### src/core/peo_cfg.svh
// Register map, field layout, reset values and timing for the program event outputs.
// Assumes a 40 MHz system clock and a 32-bit Avalon-MM register bus.
`ifndef PEO_CFG_SVH
`define PEO_CFG_SVH
// ==========================================
// Offsets
`define PEO_OFF_CTRL     6'h00
`define PEO_OFF_TS_BASE  6'h04
`define PEO_OFF_TS_STEP  6'h0c
`define PEO_OFF_END_PW   6'h1c
`define PEO_OFF_OUT_SRC  6'h20
`define PEO_OFF_STATUS   6'h24
// ==========================================
// Fields
`define PEO_CTRL_UNIT    0
`define PEO_CTRL_MODE_LO 1
`define PEO_CTRL_SWRST   3
`define PEO_PW_CONT      7
`define PEO_SRC_W        3
// ==========================================
// Reset values
`define PEO_RST_CTRL     3'h0
`define PEO_RST_SEG      6'h00
`define PEO_RST_DELAY    16'h0000
`define PEO_RST_PW       8'h00
`define PEO_RST_SRC      18'h00000
// ==========================================
// Timing
`define PEO_CLK_HZ       40000000
`define PEO_TENTH_MS     100
`define PEO_TENTH_CYC    (`PEO_CLK_HZ / 1000 * `PEO_TENTH_MS)
`define PEO_TENTHS_PER_S 4'd10
`define PEO_S_PER_MIN    6'd60
`endif

### src/core/peo_pkg.sv
// Types shared by the program event outputs block.
// Assumes peo_cfg.svh supplies the register constants; the enum encodings are defined here.
package peo_pkg;
  // ==========================================
  // Output sources
  typedef enum logic [2:0] {
    PEO_SRC_NONE = 3'h0,
    PEO_SRC_TS1  = 3'h1,
    PEO_SRC_TS2  = 3'h2,
    PEO_SRC_END  = 3'h3,
    PEO_SRC_RUN  = 3'h4
  } peo_src_e;
  // ==========================================
  // Operation end modes
  typedef enum logic [1:0] {
    PEO_END_RESET = 2'h0,
    PEO_END_FIXED = 2'h1,
    PEO_END_CONT  = 2'h2
  } peo_end_mode_e;
endpackage

### src/core/peo_program_event_outputs.sv
// Time signals, program end output, run output and output routing.
// Assumes sequencer status inputs come from logic on sys_clk.
// Function
// RQ1: Time signal on after on-delay, off after off-delay, both from segment start.
// RQ2: Two independent time signal channels, each with segment and delays.
// RQ3: Each channel holds a start segment setting, reset value zero.
// RQ4: Delays range 0.00 to 99.59, default 0.00, hours.minutes or minutes.seconds.
// RQ5: Off-delay shorter than on-delay keeps output on until forced off.
// RQ6: Advance before on-delay: output on from next segment start until off-delay.
// RQ7: Time signals off in reset, on intermediate execution end, on fixed-SP end.
// RQ8: Equal on and off delays never turn the output on.
// RQ9: Timers freeze during hold, wait or autotuning and then resume.
// RQ10: Six outputs each select time signal 1, 2, end or run.
// RQ11: End output goes on at last segment end, off after pulse width.
// RQ12: End output only after the final execution of repeats or links.
// RQ13: Pulse width 0.0 to 10.0 s, default 0.0; 0.0 none; continuous option.
// RQ14: Continuous end output stays on until run is selected.
// RQ15: End output clears on run, or on program mode return after fixed-SP end.
// RQ16: End output clears on software reset or entry to control-stopped level.
// RQ17: With reset end mode, leaving configuration level clears end output.
// RQ18: After program end the display alternates with end indication every second.
// RQ19: Run output on in run status, off in reset status.
// RQ20: Delays count on a one second or one minute timebase tick.
`include "peo_cfg.svh"

module peo_program_event_outputs #(
  parameter int unsigned TENTH_CYCLES = `PEO_TENTH_CYC,
  parameter int unsigned SEG_W        = 6
) (
  input  wire logic             sys_clk,
  input  wire logic             resetn,
  input  wire logic [5:0]       avs_address,
  input  wire logic             avs_read,
  input  wire logic             avs_write,
  input  wire logic [31:0]      avs_writedata,
  input  wire logic [3:0]       avs_byteenable,
  output logic      [31:0]      avs_readdata,
  output logic                  avs_waitrequest,
  input  wire logic             seq_run,
  input  wire logic [SEG_W-1:0] seq_segment,
  input  wire logic             seq_seg_start,
  input  wire logic             seq_advance,
  input  wire logic             seq_hold,
  input  wire logic             seq_wait,
  input  wire logic             seq_autotune,
  input  wire logic             seq_exec_done,
  input  wire logic             seq_prog_end,
  input  wire logic             seq_prog_sp_mode,
  input  wire logic             lvl_ctrl_stop,
  input  wire logic             lvl_cfg_exit,
  output logic      [3:0]       aux_out,
  output logic      [1:0]       ctrl_out,
  output logic                  disp_end_ind
);

  // ==========================================
  // Helpers
  function automatic logic [31:0] merge_be(input logic [31:0] old_v,
                                           input logic [31:0] new_v,
                                           input logic [3:0]  be);
    logic [31:0] m;
    m = {{8{be[3]}}, {8{be[2]}}, {8{be[1]}}, {8{be[0]}}};
    return (old_v & ~m) | (new_v & m);
  endfunction

  // Four BCD digits tt.uu to ticks of the smaller unit
  function automatic logic [12:0] bcd_ticks(input logic [15:0] v);
    logic [12:0] hi;
    logic [12:0] lo;
    hi = 13'(v[15:12]) * 13'd10 + 13'(v[11:8]);
    lo = 13'(v[7:4]) * 13'd10 + 13'(v[3:0]);
    return hi * 13'd60 + lo;
  endfunction

  function automatic logic pick_src(input logic [2:0] s, input logic [3:0] srcs);
    case (s)
      peo_pkg::PEO_SRC_TS1: return srcs[0];
      peo_pkg::PEO_SRC_TS2: return srcs[1];
      peo_pkg::PEO_SRC_END: return srcs[2];
      peo_pkg::PEO_SRC_RUN: return srcs[3];
      default:              return 1'b0;
    endcase
  endfunction

  // ==========================================
  // Registers
  logic [2:0]       ctrl_q;
  logic [SEG_W-1:0] ts_seg_q [2];
  logic [15:0]      ts_on_q  [2];
  logic [15:0]      ts_off_q [2];
  logic [7:0]       pw_q;
  logic [17:0]      src_q;
  logic             sw_rst_q;
  logic             wait_q;
  logic [31:0]      rdata_q;
  logic [1:0]       ts_q;
  logic             end_q;
  logic             run_q;
  logic             ended_q;
  logic [5:0]       out_q;
  logic             disp_q;

  logic             req;
  logic             wr_go;
  logic             unit_sec;
  peo_pkg::peo_end_mode_e end_mode;

  assign req      = avs_read | avs_write;
  assign wr_go    = avs_write & ~wait_q;
  assign unit_sec = ctrl_q[`PEO_CTRL_UNIT];
  assign end_mode = peo_pkg::peo_end_mode_e'(ctrl_q[`PEO_CTRL_MODE_LO +: 2]);

  // ==========================================
  // Bus handshake: one wait cycle per access
  always_ff @(posedge sys_clk) begin
    if (!resetn) begin
      wait_q <= 1'b1;
    end else if (req && wait_q) begin
      wait_q <= 1'b0;
    end else begin
      wait_q <= 1'b1;
    end
  end

  always_ff @(posedge sys_clk) begin
    if (!resetn) begin
      rdata_q <= 32'h0;
    end else if (avs_read && wait_q) begin
      unique case (avs_address)
        `PEO_OFF_CTRL:    rdata_q <= {29'h0, ctrl_q};
        `PEO_OFF_TS_BASE: rdata_q <= 32'(ts_seg_q[0]);
        6'h08:            rdata_q <= {16'h0, ts_on_q[0]};
        6'h0c:            rdata_q <= {16'h0, ts_off_q[0]};
        6'h10:            rdata_q <= 32'(ts_seg_q[1]);
        6'h14:            rdata_q <= {16'h0, ts_on_q[1]};
        6'h18:            rdata_q <= {16'h0, ts_off_q[1]};
        `PEO_OFF_END_PW:  rdata_q <= {24'h0, pw_q};
        `PEO_OFF_OUT_SRC: rdata_q <= {14'h0, src_q};
        `PEO_OFF_STATUS:  rdata_q <= {20'h0, out_q, 1'b0, disp_q, run_q, end_q, ts_q};
        default:          rdata_q <= 32'h0;
      endcase
    end
  end

  always_ff @(posedge sys_clk) begin
    if (!resetn) begin
      ctrl_q   <= `PEO_RST_CTRL;
      pw_q     <= `PEO_RST_PW;
      src_q    <= `PEO_RST_SRC;
      sw_rst_q <= 1'b0;
    end else begin
      sw_rst_q <= 1'b0;
      if (wr_go && avs_address == `PEO_OFF_CTRL) begin
        ctrl_q   <= 3'(merge_be({29'h0, ctrl_q}, avs_writedata, avs_byteenable));
        sw_rst_q <= avs_byteenable[0] & avs_writedata[`PEO_CTRL_SWRST];
      end
      if (wr_go && avs_address == `PEO_OFF_END_PW) begin
        pw_q <= 8'(merge_be({24'h0, pw_q}, avs_writedata, avs_byteenable)); // RQ13
      end
      if (wr_go && avs_address == `PEO_OFF_OUT_SRC) begin
        src_q <= 18'(merge_be({14'h0, src_q}, avs_writedata, avs_byteenable)); // RQ10
      end
    end
  end

  // ==========================================
  // Timebase
  logic [31:0] pre_q;
  logic [3:0]  tenth_cnt_q;
  logic [5:0]  sec_cnt_q;
  logic        tenth_tick;
  logic        sec_tick;
  logic        min_tick;
  logic        delay_tick;

  assign tenth_tick = (pre_q == 32'(TENTH_CYCLES - 1));
  assign sec_tick   = tenth_tick && (tenth_cnt_q == `PEO_TENTHS_PER_S - 4'd1);
  assign min_tick   = sec_tick && (sec_cnt_q == `PEO_S_PER_MIN - 6'd1);
  assign delay_tick = unit_sec ? sec_tick : min_tick; // RQ20

  always_ff @(posedge sys_clk) begin
    if (!resetn) begin
      pre_q       <= 32'h0;
      tenth_cnt_q <= 4'h0;
      sec_cnt_q   <= 6'h00;
    end else begin
      pre_q <= tenth_tick ? 32'h0 : pre_q + 32'h1;
      if (tenth_tick) begin
        tenth_cnt_q <= sec_tick ? 4'h0 : tenth_cnt_q + 4'h1;
      end
      if (sec_tick) begin
        sec_cnt_q <= min_tick ? 6'h00 : sec_cnt_q + 6'h01;
      end
    end
  end

  // ==========================================
  // Time signal channels
  logic ts_kill;
  logic frozen;

  assign ts_kill = !seq_run || seq_exec_done || sw_rst_q ||
                   (seq_prog_end && end_mode == peo_pkg::PEO_END_FIXED); // RQ7
  assign frozen  = seq_hold | seq_wait | seq_autotune; // RQ9

  genvar gc;
  generate
    for (gc = 0; gc < 2; gc++) begin : g_ts // RQ2
      logic [12:0] elapsed_q;
      logic        running_q;
      logic        gate_q;
      logic        latch_q;
      logic [12:0] on_t;
      logic [12:0] off_t;
      logic        on_hit;
      logic        off_hit;
      logic        wr_seg;
      logic        wr_on;
      logic        wr_off;

      assign on_t    = bcd_ticks(ts_on_q[gc]); // RQ4
      assign off_t   = bcd_ticks(ts_off_q[gc]);
      assign on_hit  = elapsed_q >= on_t;
      assign off_hit = elapsed_q >= off_t;
      assign wr_seg  = wr_go && avs_address == 6'(`PEO_OFF_TS_BASE + gc * `PEO_OFF_TS_STEP);
      assign wr_on   = wr_go && avs_address == 6'(`PEO_OFF_TS_BASE + gc * `PEO_OFF_TS_STEP + 4);
      assign wr_off  = wr_go && avs_address == 6'(`PEO_OFF_TS_BASE + gc * `PEO_OFF_TS_STEP + 8);

      always_ff @(posedge sys_clk) begin
        if (!resetn) begin
          ts_seg_q[gc] <= `PEO_RST_SEG; // RQ3
          ts_on_q[gc]  <= `PEO_RST_DELAY; // RQ4
          ts_off_q[gc] <= `PEO_RST_DELAY;
        end else begin
          if (wr_seg) begin
            ts_seg_q[gc] <= SEG_W'(merge_be(32'(ts_seg_q[gc]), avs_writedata, avs_byteenable));
          end
          if (wr_on) begin
            ts_on_q[gc] <= 16'(merge_be({16'h0, ts_on_q[gc]}, avs_writedata, avs_byteenable));
          end
          if (wr_off) begin
            ts_off_q[gc] <= 16'(merge_be({16'h0, ts_off_q[gc]}, avs_writedata, avs_byteenable));
          end
        end
      end

      always_ff @(posedge sys_clk) begin
        if (!resetn) begin
          elapsed_q <= 13'h0;
          running_q <= 1'b0;
          gate_q    <= 1'b0;
          latch_q   <= 1'b0;
        end else if (ts_kill) begin
          elapsed_q <= 13'h0; // RQ7
          running_q <= 1'b0;
          gate_q    <= 1'b0;
          latch_q   <= 1'b0;
        end else if (seq_advance && running_q && !on_hit) begin
          elapsed_q <= on_t; // RQ6
          gate_q    <= 1'b1;
        end else if (seq_seg_start && gate_q) begin
          gate_q <= 1'b0; // RQ6
        end else if (seq_seg_start && seq_segment == ts_seg_q[gc] && !latch_q) begin
          elapsed_q <= 13'h0; // RQ1
          running_q <= 1'b1;
        end else begin
          if (running_q && delay_tick && !frozen && elapsed_q != 13'h1fff) begin
            elapsed_q <= elapsed_q + 13'h1; // RQ9
          end
          if (running_q && on_hit && off_t < on_t) begin
            latch_q <= 1'b1; // RQ5
          end
        end
      end

      always_ff @(posedge sys_clk) begin
        if (!resetn) begin
          ts_q[gc] <= 1'b0;
        end else if (on_t == off_t || ts_kill) begin
          ts_q[gc] <= 1'b0; // RQ8
        end else begin
          ts_q[gc] <= latch_q || (running_q && !gate_q && on_hit && !off_hit); // RQ1
        end
      end
    end
  endgenerate

  // ==========================================
  // Program end output
  logic [6:0] pw_cnt_q;
  logic       cont_q;
  logic       run_prev_q;
  logic       spm_prev_q;
  logic       run_rise;
  logic       spm_rise;
  logic       end_clr;

  assign run_rise = seq_run && !run_prev_q;
  assign spm_rise = seq_prog_sp_mode && !spm_prev_q;
  assign end_clr  = run_rise || sw_rst_q || lvl_ctrl_stop || // RQ16
                    (spm_rise && ended_q && end_mode == peo_pkg::PEO_END_FIXED) || // RQ15
                    (lvl_cfg_exit && end_mode == peo_pkg::PEO_END_RESET); // RQ17

  always_ff @(posedge sys_clk) begin
    if (!resetn) begin
      run_prev_q <= 1'b0;
      spm_prev_q <= 1'b0;
    end else begin
      run_prev_q <= seq_run;
      spm_prev_q <= seq_prog_sp_mode;
    end
  end

  always_ff @(posedge sys_clk) begin
    if (!resetn) begin
      end_q    <= 1'b0;
      cont_q   <= 1'b0;
      pw_cnt_q <= 7'h0;
    end else if (seq_prog_end) begin
      cont_q   <= pw_q[`PEO_PW_CONT]; // RQ14
      pw_cnt_q <= pw_q[6:0];
      end_q    <= pw_q[`PEO_PW_CONT] || pw_q[6:0] != 7'h0; // RQ11 RQ12 RQ13
    end else if (end_clr) begin
      end_q    <= 1'b0; // RQ15
      cont_q   <= 1'b0;
      pw_cnt_q <= 7'h0;
    end else if (end_q && !cont_q && tenth_tick) begin
      pw_cnt_q <= pw_cnt_q - 7'h1; // RQ11
      end_q    <= pw_cnt_q != 7'h1;
    end
  end

  // ==========================================
  // End display alternation
  always_ff @(posedge sys_clk) begin
    if (!resetn) begin
      ended_q <= 1'b0;
      disp_q  <= 1'b0;
    end else if (seq_prog_end) begin
      ended_q <= 1'b1; // RQ18
      disp_q  <= 1'b1;
    end else if (run_rise || sw_rst_q) begin
      ended_q <= 1'b0;
      disp_q  <= 1'b0;
    end else if (ended_q && sec_tick) begin
      disp_q <= !disp_q; // RQ18
    end
  end

  // ==========================================
  // Run output and routing
  always_ff @(posedge sys_clk) begin
    if (!resetn) begin
      run_q <= 1'b0;
    end else begin
      run_q <= seq_run; // RQ19
    end
  end

  genvar go;
  generate
    for (go = 0; go < 6; go++) begin : g_out
      always_ff @(posedge sys_clk) begin
        if (!resetn) begin
          out_q[go] <= 1'b0;
        end else begin
          out_q[go] <= pick_src(src_q[go*3 +: 3], {run_q, end_q, ts_q}); // RQ10
        end
      end
    end
  endgenerate

  assign aux_out         = out_q[3:0];
  assign ctrl_out        = out_q[5:4];
  assign disp_end_ind    = disp_q;
  assign avs_readdata    = rdata_q;
  assign avs_waitrequest = wait_q;

endmodule

### config.mk
export PLATFORM = sky130hd
export DESIGN_NAME = peo_program_event_outputs
export DESIGN_NICKNAME = d
export VERILOG_FILES = /design/src/core/peo_pkg.sv /design/src/core/peo_program_event_outputs.sv
export VERILOG_INCLUDE_DIRS = /design/src /design/src/core
export SDC_FILE = /design/constraint.sdc
export NUM_CORES = 1
export LEC_CHECK = 0
export ABC_AREA = 1
export BUFFER_PORTS_ARGS = -buffer_cell sky130_fd_sc_hd__clkbuf_2
export CAP_MARGIN = 20
export CORE_MARGIN = 5
export CORE_UTILIZATION = 55
export CTS_CLUSTER_DIAMETER = 80
export DETAILED_ROUTE_END_ITERATION = 8
export GPL_ROUTABILITY_DRIVEN = 0
export PLACE_DENSITY = 0.73
export RECOVER_POWER = 50
export SETUP_SLACK_MARGIN = 0.15
export SKIP_LAST_GASP = 1
export SLEW_MARGIN = 40
export SYNTH_ARGS = -nofsm -noshare
export SYNTH_HDL_FRONTEND = slang
export SYNTH_SLANG_ARGS = --single-unit
### constraint.sdc
create_clock -name sys_clk -period 12.3 [get_ports sys_clk]
set_clock_uncertainty 0.05 [all_clocks]
set_input_delay 3.69 -clock sys_clk [delete_from_list [all_inputs] [get_ports sys_clk]]
set_output_delay 3.69 -clock sys_clk [all_outputs]
set_load 0.03 [all_outputs]
After elaboration in Yosys (flattened, before gate mapping)
Memory sizes are Yosys's and may differ from the RTL's.
Cells that the tools add are included.
W data, S select, Z words.
Operators by class
  $add $sub $neg: 18
  multipliers: 12
  divide/modulo/power cells: 0
  $lt $le $gt $ge: 6
  eq/ne operators: 46
  shifts and indexed selects: 0
  muxes and demuxes: 61
  bitwise operators: 39
  reduce and logical (&&, ||, !) cells: 96
Operators by type and width (count)
  $pmux W18 S10: 1
  $mux W13: 8
  $add A8 B4 Y9: 8
  $and A16 B16 Y16: 4
  $mux W16: 4
  $or A16 B16 Y16: 4
  $mul A4 B3 Y7 const B: 8
  $add A13 B9 Y13: 4
  $ge A13 B13 Y1: 4
  $logic_and A1 B1 Y1: 48
  $mul A9 B4 Y11 const B: 4
  $and A18 B18 Y18: 2
  $eq A3 B2 Y1 const B: 12
  $mux W1: 35
  $add A32 B1 Y32 const B: 1
  $eq A32 B22 Y1 const B: 1
  $add A13 B1 Y13 const B: 2
  $eq A13 B13 Y1: 2
  $lt A13 B13 Y1: 2
  $ne A13 B13 Y1 const B: 2
  $eq A6 B5 Y1 const B: 4
  $pmux W1 S4: 6
  $mux W7: 3
  $eq A3 B1 Y1 const B: 6
  other kinds (36): 103
Word-level totals
  bits in registers: 158
  bits in latches: 0
  bits in writable memories: 76
  bits in read-only memories: 0
  input bits: 63
  output and inout port bits: 40
  logic and storage cells: 313
  memories kept: 3
Memory list
  ts_off_q: depth 2, bits a word 16, read ports 2, clocked after Yosys merged registers in 0, write ports 2, RTL line peo_program_event_outputs.sv:90  | logic [15:0] ts_off_q [2];
  ts_on_q: depth 2, bits a word 16, read ports 2, clocked after Yosys merged registers in 0, write ports 2, RTL line peo_program_event_outputs.sv:89  | logic [15:0] ts_on_q [2];
  ts_seg_q: depth 2, bits a word 6, read ports 2, clocked after Yosys merged registers in 0, write ports 2, RTL line peo_program_event_outputs.sv:88  | logic [SEG_W-1:0] ts_seg_q [2];

Logic depth before layout (Yosys ltp)
Gate-level depths: netlist (run 1).
  word-level depth: 11
  mapped depth: 43
  depth with buffers taken out: 43

Least setup slack after synthesis (run 1)
OpenSTA, ideal clock, no wires.
  path type: input-to-reg
  from: input avs_address[1]
  to: memory ts_on_q[0][0], enable pin
  setup time: 0.411 ns
  arrival time: 5.814 ns
  data required time: 11.839 ns
  path slack: 6.025 ns
  stages: 6
  path buffers: 1
  path through: nor2_1 nand3_1 nor2_1 clkbuf_1 inv_1 o21ai_0
RTL lines
  start, declared: RTL line peo_program_event_outputs.sv:32  | input wire logic [5:0] avs_address,
  end, declared: RTL line peo_program_event_outputs.sv:89

Worst setup path in the final report (run 1)
  from: input resetn
  to: register pre_q[21]
On the way
  word-level cells in the longest chain between the ends: 2
RTL lines
  start, declared: RTL line peo_program_event_outputs.sv:31  | input wire logic resetn,
  $not A1 Y1 (no source line)
  $reduce_or A2 Y1 (no source line)
  end signal, assigned: RTL line peo_program_event_outputs.sv:187  | pre_q <= tenth_tick ? 32'h0 : pre_q + 32'h1;
  end, declared: RTL line peo_program_event_outputs.sv:168  | logic [31:0] pre_q;
Every way passes these cells.
A chain may end at the register's enable or synchronous reset.

==> results of run 1 <==
[area by class of cell]
cell class	instances	area, um^2
repair buffers	83	393
clock inverters	16	156
flip-flops and latches	220	5160
fillers	3193	14200
inverters	471	1770
clock buffers	32	714
multi-input cells	1884	12400
well taps	461	577
[cells in the final DEF (no fill, tap or decap), types with 8 or more instances in the layout]
cell type	count
a21o_1	12
a21oi_1	234
a221oi_1	17
a22oi_1	20
a31oi_1	9
clkbuf_1	33
clkbuf_16	27
clkbuf_2	47
clkinv_1	9
clkinv_2	8
conb_1	14
dfxtp_1	144
edfxtp_1	76
fa_1	74
ha_1	224
inv_1	453
inv_2	11
nand2_1	435
nand2_2	13
nand3_1	138
nand3_2	8
nand3b_1	10
nand4_1	44
nor2_1	265
nor2_2	11
nor3_1	41
nor3b_1	9
nor4_1	9
o2111ai_1	9
o21ai_0	100
o21bai_1	10
o22ai_1	9
or2_2	9
xnor2_1	34
xor2_1	65
[metal layers]
layer  track usage [%]  wire length (um)  up-vias
li1                  -                 -     8760
met4              7.47              1650        0
met5                 0                 0        -
met1              36.5             22400     8167
met3              5.04              5060      112
met2              41.8             22600      775
[stage by stage]
step	hold slack, ns	instances	setup slack [ns]	power, uW	utilization [%]
floorplan	0.363	2629	6.02	2490	-
global placement	0.372	3119	5.23	2910	57.5
detailed placement	0.391	3119	5.09	3010	57.5
CTS	0.400	3167	5.06	3800	60.0
global route	0.417	3167	3.69	4170	59.8
finish	0.392	3167	4.14	3790	59.8
[logic make-up (layout without fill, tap and decap cells)]
family          after synthesis  in the layout  share of synthesized area, %
simple gates               1005           1005                          22.6
compound gates              466            466                          13.9
xor+xnor                    101            101                          4.61
flops                       220            220                          26.5
fa+ha+maj                   298            298                          22.0
other cells                   1             14                        0.0192
buf+inv                     525            602                          10.5
[cell usage after synthesis, types with 6 or more instances]
master     number  area share [%]
inv_1         454             8.7
nand2_1       436             8.4
nor2_1        266             5.1
a21oi_1       234             6.0
ha_1          224              14
dfxtp_1       144              15
nand3_1       138             3.5
o21ai_0       101             2.6
edfxtp_1       76              12
fa_1           74             7.6
xor2_1         65             2.9
nand4_1        44             1.4
nor3_1         41             1.1
clkbuf_1       37            0.71
xnor2_1        34             1.5
a22oi_1        20            0.77
a221oi_1       17            0.76
buf_4          15            0.58
a21o_1         12            0.46
nand2_2        12            0.38
inv_2          10            0.19
nand3b_1       10            0.38
nor2_2         10            0.32
o21bai_1       10            0.38
a31oi_1         9            0.29
nor3b_1         9            0.35
nor4_1          9            0.29
o2111ai_1       9            0.40
o22ai_1         9            0.29
or2_2           9            0.29
nand3_2         8            0.41
o211ai_1        7            0.27
a211oi_1        6            0.23
clkinv_1        6            0.12
o21ai_1         6            0.15
[path summary, 6_finish.rpt]
kind / to / slack [ns]
worst max-delay path: pre_q[21] / 4.14
worst min-delay path: pre_q[0] / 0.39
worst max register to register: g_ts[0].elapsed_q[7] / 4.99
worst min register to register: pre_q[0] / 0.39
[critical path, delay by kind of cell]
family                 cells  cell delay (ns)
buffers and inverters      4             3.59
AND/OR/NAND/NOR            2             1.19
AO/OA/AOI/OAI              1             0.10
[power groups by stage]
| stage | logic (uW) | registers [uW] | clock network (uW) |
|---|---|---|---|
| 6_report | 2220 | 784 | 787 |
| 4_1_cts | 2230 | 783 | 796 |
| 2_1_floorplan | 1690 | 792 | 0 |
| 5_1_grt | 2560 | 785 | 829 |
| 3_3_place_gp | 2120 | 798 | 0 |
| 3_5_place_dp | 2210 | 798 | 0 |
==> results.yml, run 1 <==
outcome:
  status: "finished with violations"
  violations: "max-capacitance violations, max-slew violations"
setup_path:
  reg2reg_from: "ts_on_q[0][14]"
  slowest_delay_ns: 1.65
  cp-start-kind: "input pin"
  cp.arrival_ns: 8.61
  worstSetupStartpoint: "resetn"
  cp-end-kind: "register"
  r2r_cells: 40
  cp_slowest_cell: "clkbuf_1"
  crit_path_max_fanout: 55
  cp.required_ns: 12.75
  critPathMostFrequentCell: "inv_1"
  crit_chain: "clkbuf_2 > clkbuf_1 > inv_1 > nor2_1 > inv_1 > or2_2 > a21oi_1"
  path_class: "input pin to register"
synth:
  ys.flop_type: "dfxtp_1"
  synth_cell_types: 62
  synth_area_per_cell_um2: 7.46
  synth_edf_count: 76
  ys_seq_elements: 220
  yosysSeqAreaShare_pct: 26.5
  async_reset_ff_share_pct: 0
  syn_area_um2: 19500
  yosys_warnings: 0
  netlist_instances: 2616
floorplan:
  num_rows: 69
  die_w_um: 198
  start_util_pct: 55.2
  coreArea_um2: 35300
  io_pins: 103
  fp.dieH_um: 198
  dieArea_um2: 39300
place:
  placed_cell_area_um2: 20300
  dp.final_hpwl_um: 41000
  io_buffers: 73
final_layout:
  syn_to_final_growth_pct: 8.34
  final_layout_size_suffix_gt1_share_pct: 6.10
  fin_nets: 3047
  design_area_um2: 21100
  antennaDiodeCount: 0
cts:
  hold_buffers: 0
  clk_latency_ns: 0.57
  cts_tree: "done"
  ctsResizeCount: 0
  cts_buffers: 26
  cts_root_buffer: "clkbuf_16"
  clk_pin_slew_worst_paths_ns: 0.06
  clockBufferDepth: 3
  cts.sinks: 220
  htreeDepth: 1
  cts_setup_buffers: 0
timing:
  max-slew-margin-rel_pct: -55.3
  timing.setup.tns_ns: 0
  slew_viol_final: 82
  rsz0062_at_grt: "false"
  tightest_slew_ns: 2.33
  setup_violations: 0
  min_period_over_period_pct: 66.3
  period_minus_slack_ns: 8.16
  hold_viol_final: 0
  max_freq_mhz: 123
global_routing:
  grt_overflow: 0
  gr-usage-all-layers_pct: 26.2
  grt_pass1_vias: 17221
  grt_max_degree: 56
  grt_pass1_wl_um: 85000
  antenna_found_initial: 0
detailed_routing:
  drt_iter0_drc: 1697
  drt_wl_total_um: 51700
  dr.pass1.iters: 6
  drt-wirelength-per-cell_um: 16.3
  postRouteAntennaNets: 0
  drc_errors: 0
  vias_per_cell: 5.62
  via_count: 17814
power_and_ir_drop:
  seqPwrFrac_pct: 20.7
  p_sw_share_pct: 46.3
  clockPowerShare_pct: 20.8
  ir_worst_vdd_v: 0.000113
  power_density_nw_per_um2: 179
  power_frac_comb_pct: 58.6
  p_int_uw: 2040
  total_leakage_power_uw: 0.0101
  switching_power_uw: 1760
worst_hold_path:
  min-delay-start: "pre_q[0]"
  hp-class: "register to register"
  whs_path_depth: 1
flow_run:
  max-cap-violations: 2
Note: power is estimated with default switching activity, not from simulation.
==> run 2: changes to the inputs <==
Clock period 12.3 ns to 7.93 ns, I/O delays scaled along.
==> results.yml, run 2 (synthesis results as in run 1) <==
outcome:
  status: "finished with violations"
  violations: "max-capacitance violations, max-slew violations"
detailed_routing:
  drc_errors: 0
  vias_per_cell: 5.66
  dr.pass1.iters: 8
  postRouteAntennaNets: 0
  drt_iter0_drc: 1697
  via_count: 17913
  drt-wirelength-per-cell_um: 16.3
  drt_wl_total_um: 51600
flow_run:
  max-cap-violations: 3
floorplan:
  coreArea_um2: 35300
  io_pins: 103
  dieArea_um2: 39300
  die_w_um: 198
  num_rows: 69
  start_util_pct: 55.2
  fp.dieH_um: 198
global_routing:
  met2_usage_pct: 41.3
  grt_pass1_vias: 17216
  grt_overflow: 0
  grt_max_degree: 56
  grtUsageMet3_pct: 4.46
  met1_usage_pct: 36.2
  grt_pass1_wl_um: 83900
  antenna_found_initial: 1
  gr-usage-all-layers_pct: 25.9
  busiest_layer: "met2"
cts:
  clk_latency_ns: 0.54
  cts_buffers: 25
  cts_root_buffer: "clkbuf_16"
  clockBufferDepth: 3
  cts.sinks: 220
  hold_buffers: 0
  htreeDepth: 1
  clk_pin_slew_worst_paths_ns: 0.06
  cts_tree: "done"
timing:
  setup_violations: 0
  max_freq_mhz: 139
  min_period_over_period_pct: 90.9
  rsz0062_at_grt: "false"
  slew_viol_final: 114
  holdWs_ns: 0.387
  tightest_slew_ns: 2.37
  period_minus_slack_ns: 7.21
  timing.setup.tns_ns: 0
  max-slew-margin-rel_pct: -58.3
  hold_viol_final: 0
final_layout:
  final_util_pct: 59.9
  final_cell_mix: "inv_1 (453), nand2_1 (435), nor2_1 (265)"
  final_layout_size_suffix_gt1_share_pct: 6.32
  layout.cells.most_common: "inv_1"
  syn_to_final_growth_pct: 8.44
  fin_nets: 3049
setup_path:
  cp-start-kind: "register"
  crit_path_max_fanout: 19
  critPathMostFrequentCell: "nand2_1"
  cp_slowest_cell: "fa_1"
  cp.required_ns: 8.23
  slowest_delay_ns: 0.57
  cp-end-kind: "register"
  path_class: "register to register"
  cp.arrival_ns: 7.50
place:
  io_buffers: 73
  dp.final_hpwl_um: 41400
worst_hold_path:
  hp-class: "register to register"
power_and_ir_drop:
  total_power_uw: 5860
  ir_worst_vdd_v: 0.000194
  total_leakage_power_uw: 0.0102
  power_density_nw_per_um2: 277
-- run 2: changes by cell type in the layout (fill, tap and decap cells not counted), sizes merged --
cell    previous run  this run
bufinv             2         1
clkinv            18        12
diode              0         1
buf                6         9
clkbuf           109       112
-- run 2: worst paths after layout --
path | from | to | slack [ns] | cells past startpoint
worst max-delay path | ts_on_q[0][12] | g_ts[0].elapsed_q[7] | 0.72 | 40
worst min register to register | pre_q[0] | pre_q[0] | 0.39 | 1
worst max register to register | ts_on_q[0][12] | g_ts[0].elapsed_q[7] | 0.72 | 40
worst min-delay path | pre_q[0] | pre_q[0] | 0.39 | 1
-- run 2: metal layers --
layer	vias to the layer above	wire length [um]
met4	0	1630
met2	727	22700
met1	8303	22400
met3	116	4780
li1	8767	-
met5	-	0
-- run 2: what timing repair did --
action | 4_1_cts | 5_1_grt
gates resized for setup | 0 | 1
endpoints found under the setup margin | 0 | 12
buffers inserted | 0 | 2
endpoints found under the hold margin | 0 | 0
-- run 2: power breakdown --
group	switching [uW]	leakage [uW]	internal [uW]	total, uW
combinational	2180	0.00778	1260	3440
sequential	30.2	0.00195	1180	1220
clock	488	0.000434	715	1200
total	2700	0.0102	3160	5860
-- run 2: metrics by stage --
stage / setup slack, ns / cells / instance area, um^2
2_1_floorplan: 1.71 / 2629 / 19600
3_3_place_gp: 0.862 / 3120 / 20300
3_5_place_dp: 0.723 / 3120 / 20300
6_report: 0.722 / 3167 / 21200
5_1_grt: 0.156 / 3166 / 21100
4_1_cts: 0.664 / 3164 / 21200
-- run 2: cell type report --
type                            instances  area, um^2
Tap cell                              461         577
Multi-Input combinational cell       1884       12400
Timing Repair Buffer                   86         415
Inverter                              471        1770
Sequential cell                       220        5160
Clock inverter                          9        81.3
Fill cell                            3184       14200
Antenna cell                            1        2.50
Clock buffer                           35         777
-- run 2: worst max-delay path: cells and delay by family, from the launching register on --
| family | cells | cell delay [ns] |
|---|---|---|
| fa+ha+maj | 8 | 3.05 |
| flops | 1 | 0.55 |
| xor+xnor | 2 | 0.46 |
| buf+inv | 5 | 0.56 |
| simple gates | 23 | 2.09 |
| compound gates | 2 | 0.25 |
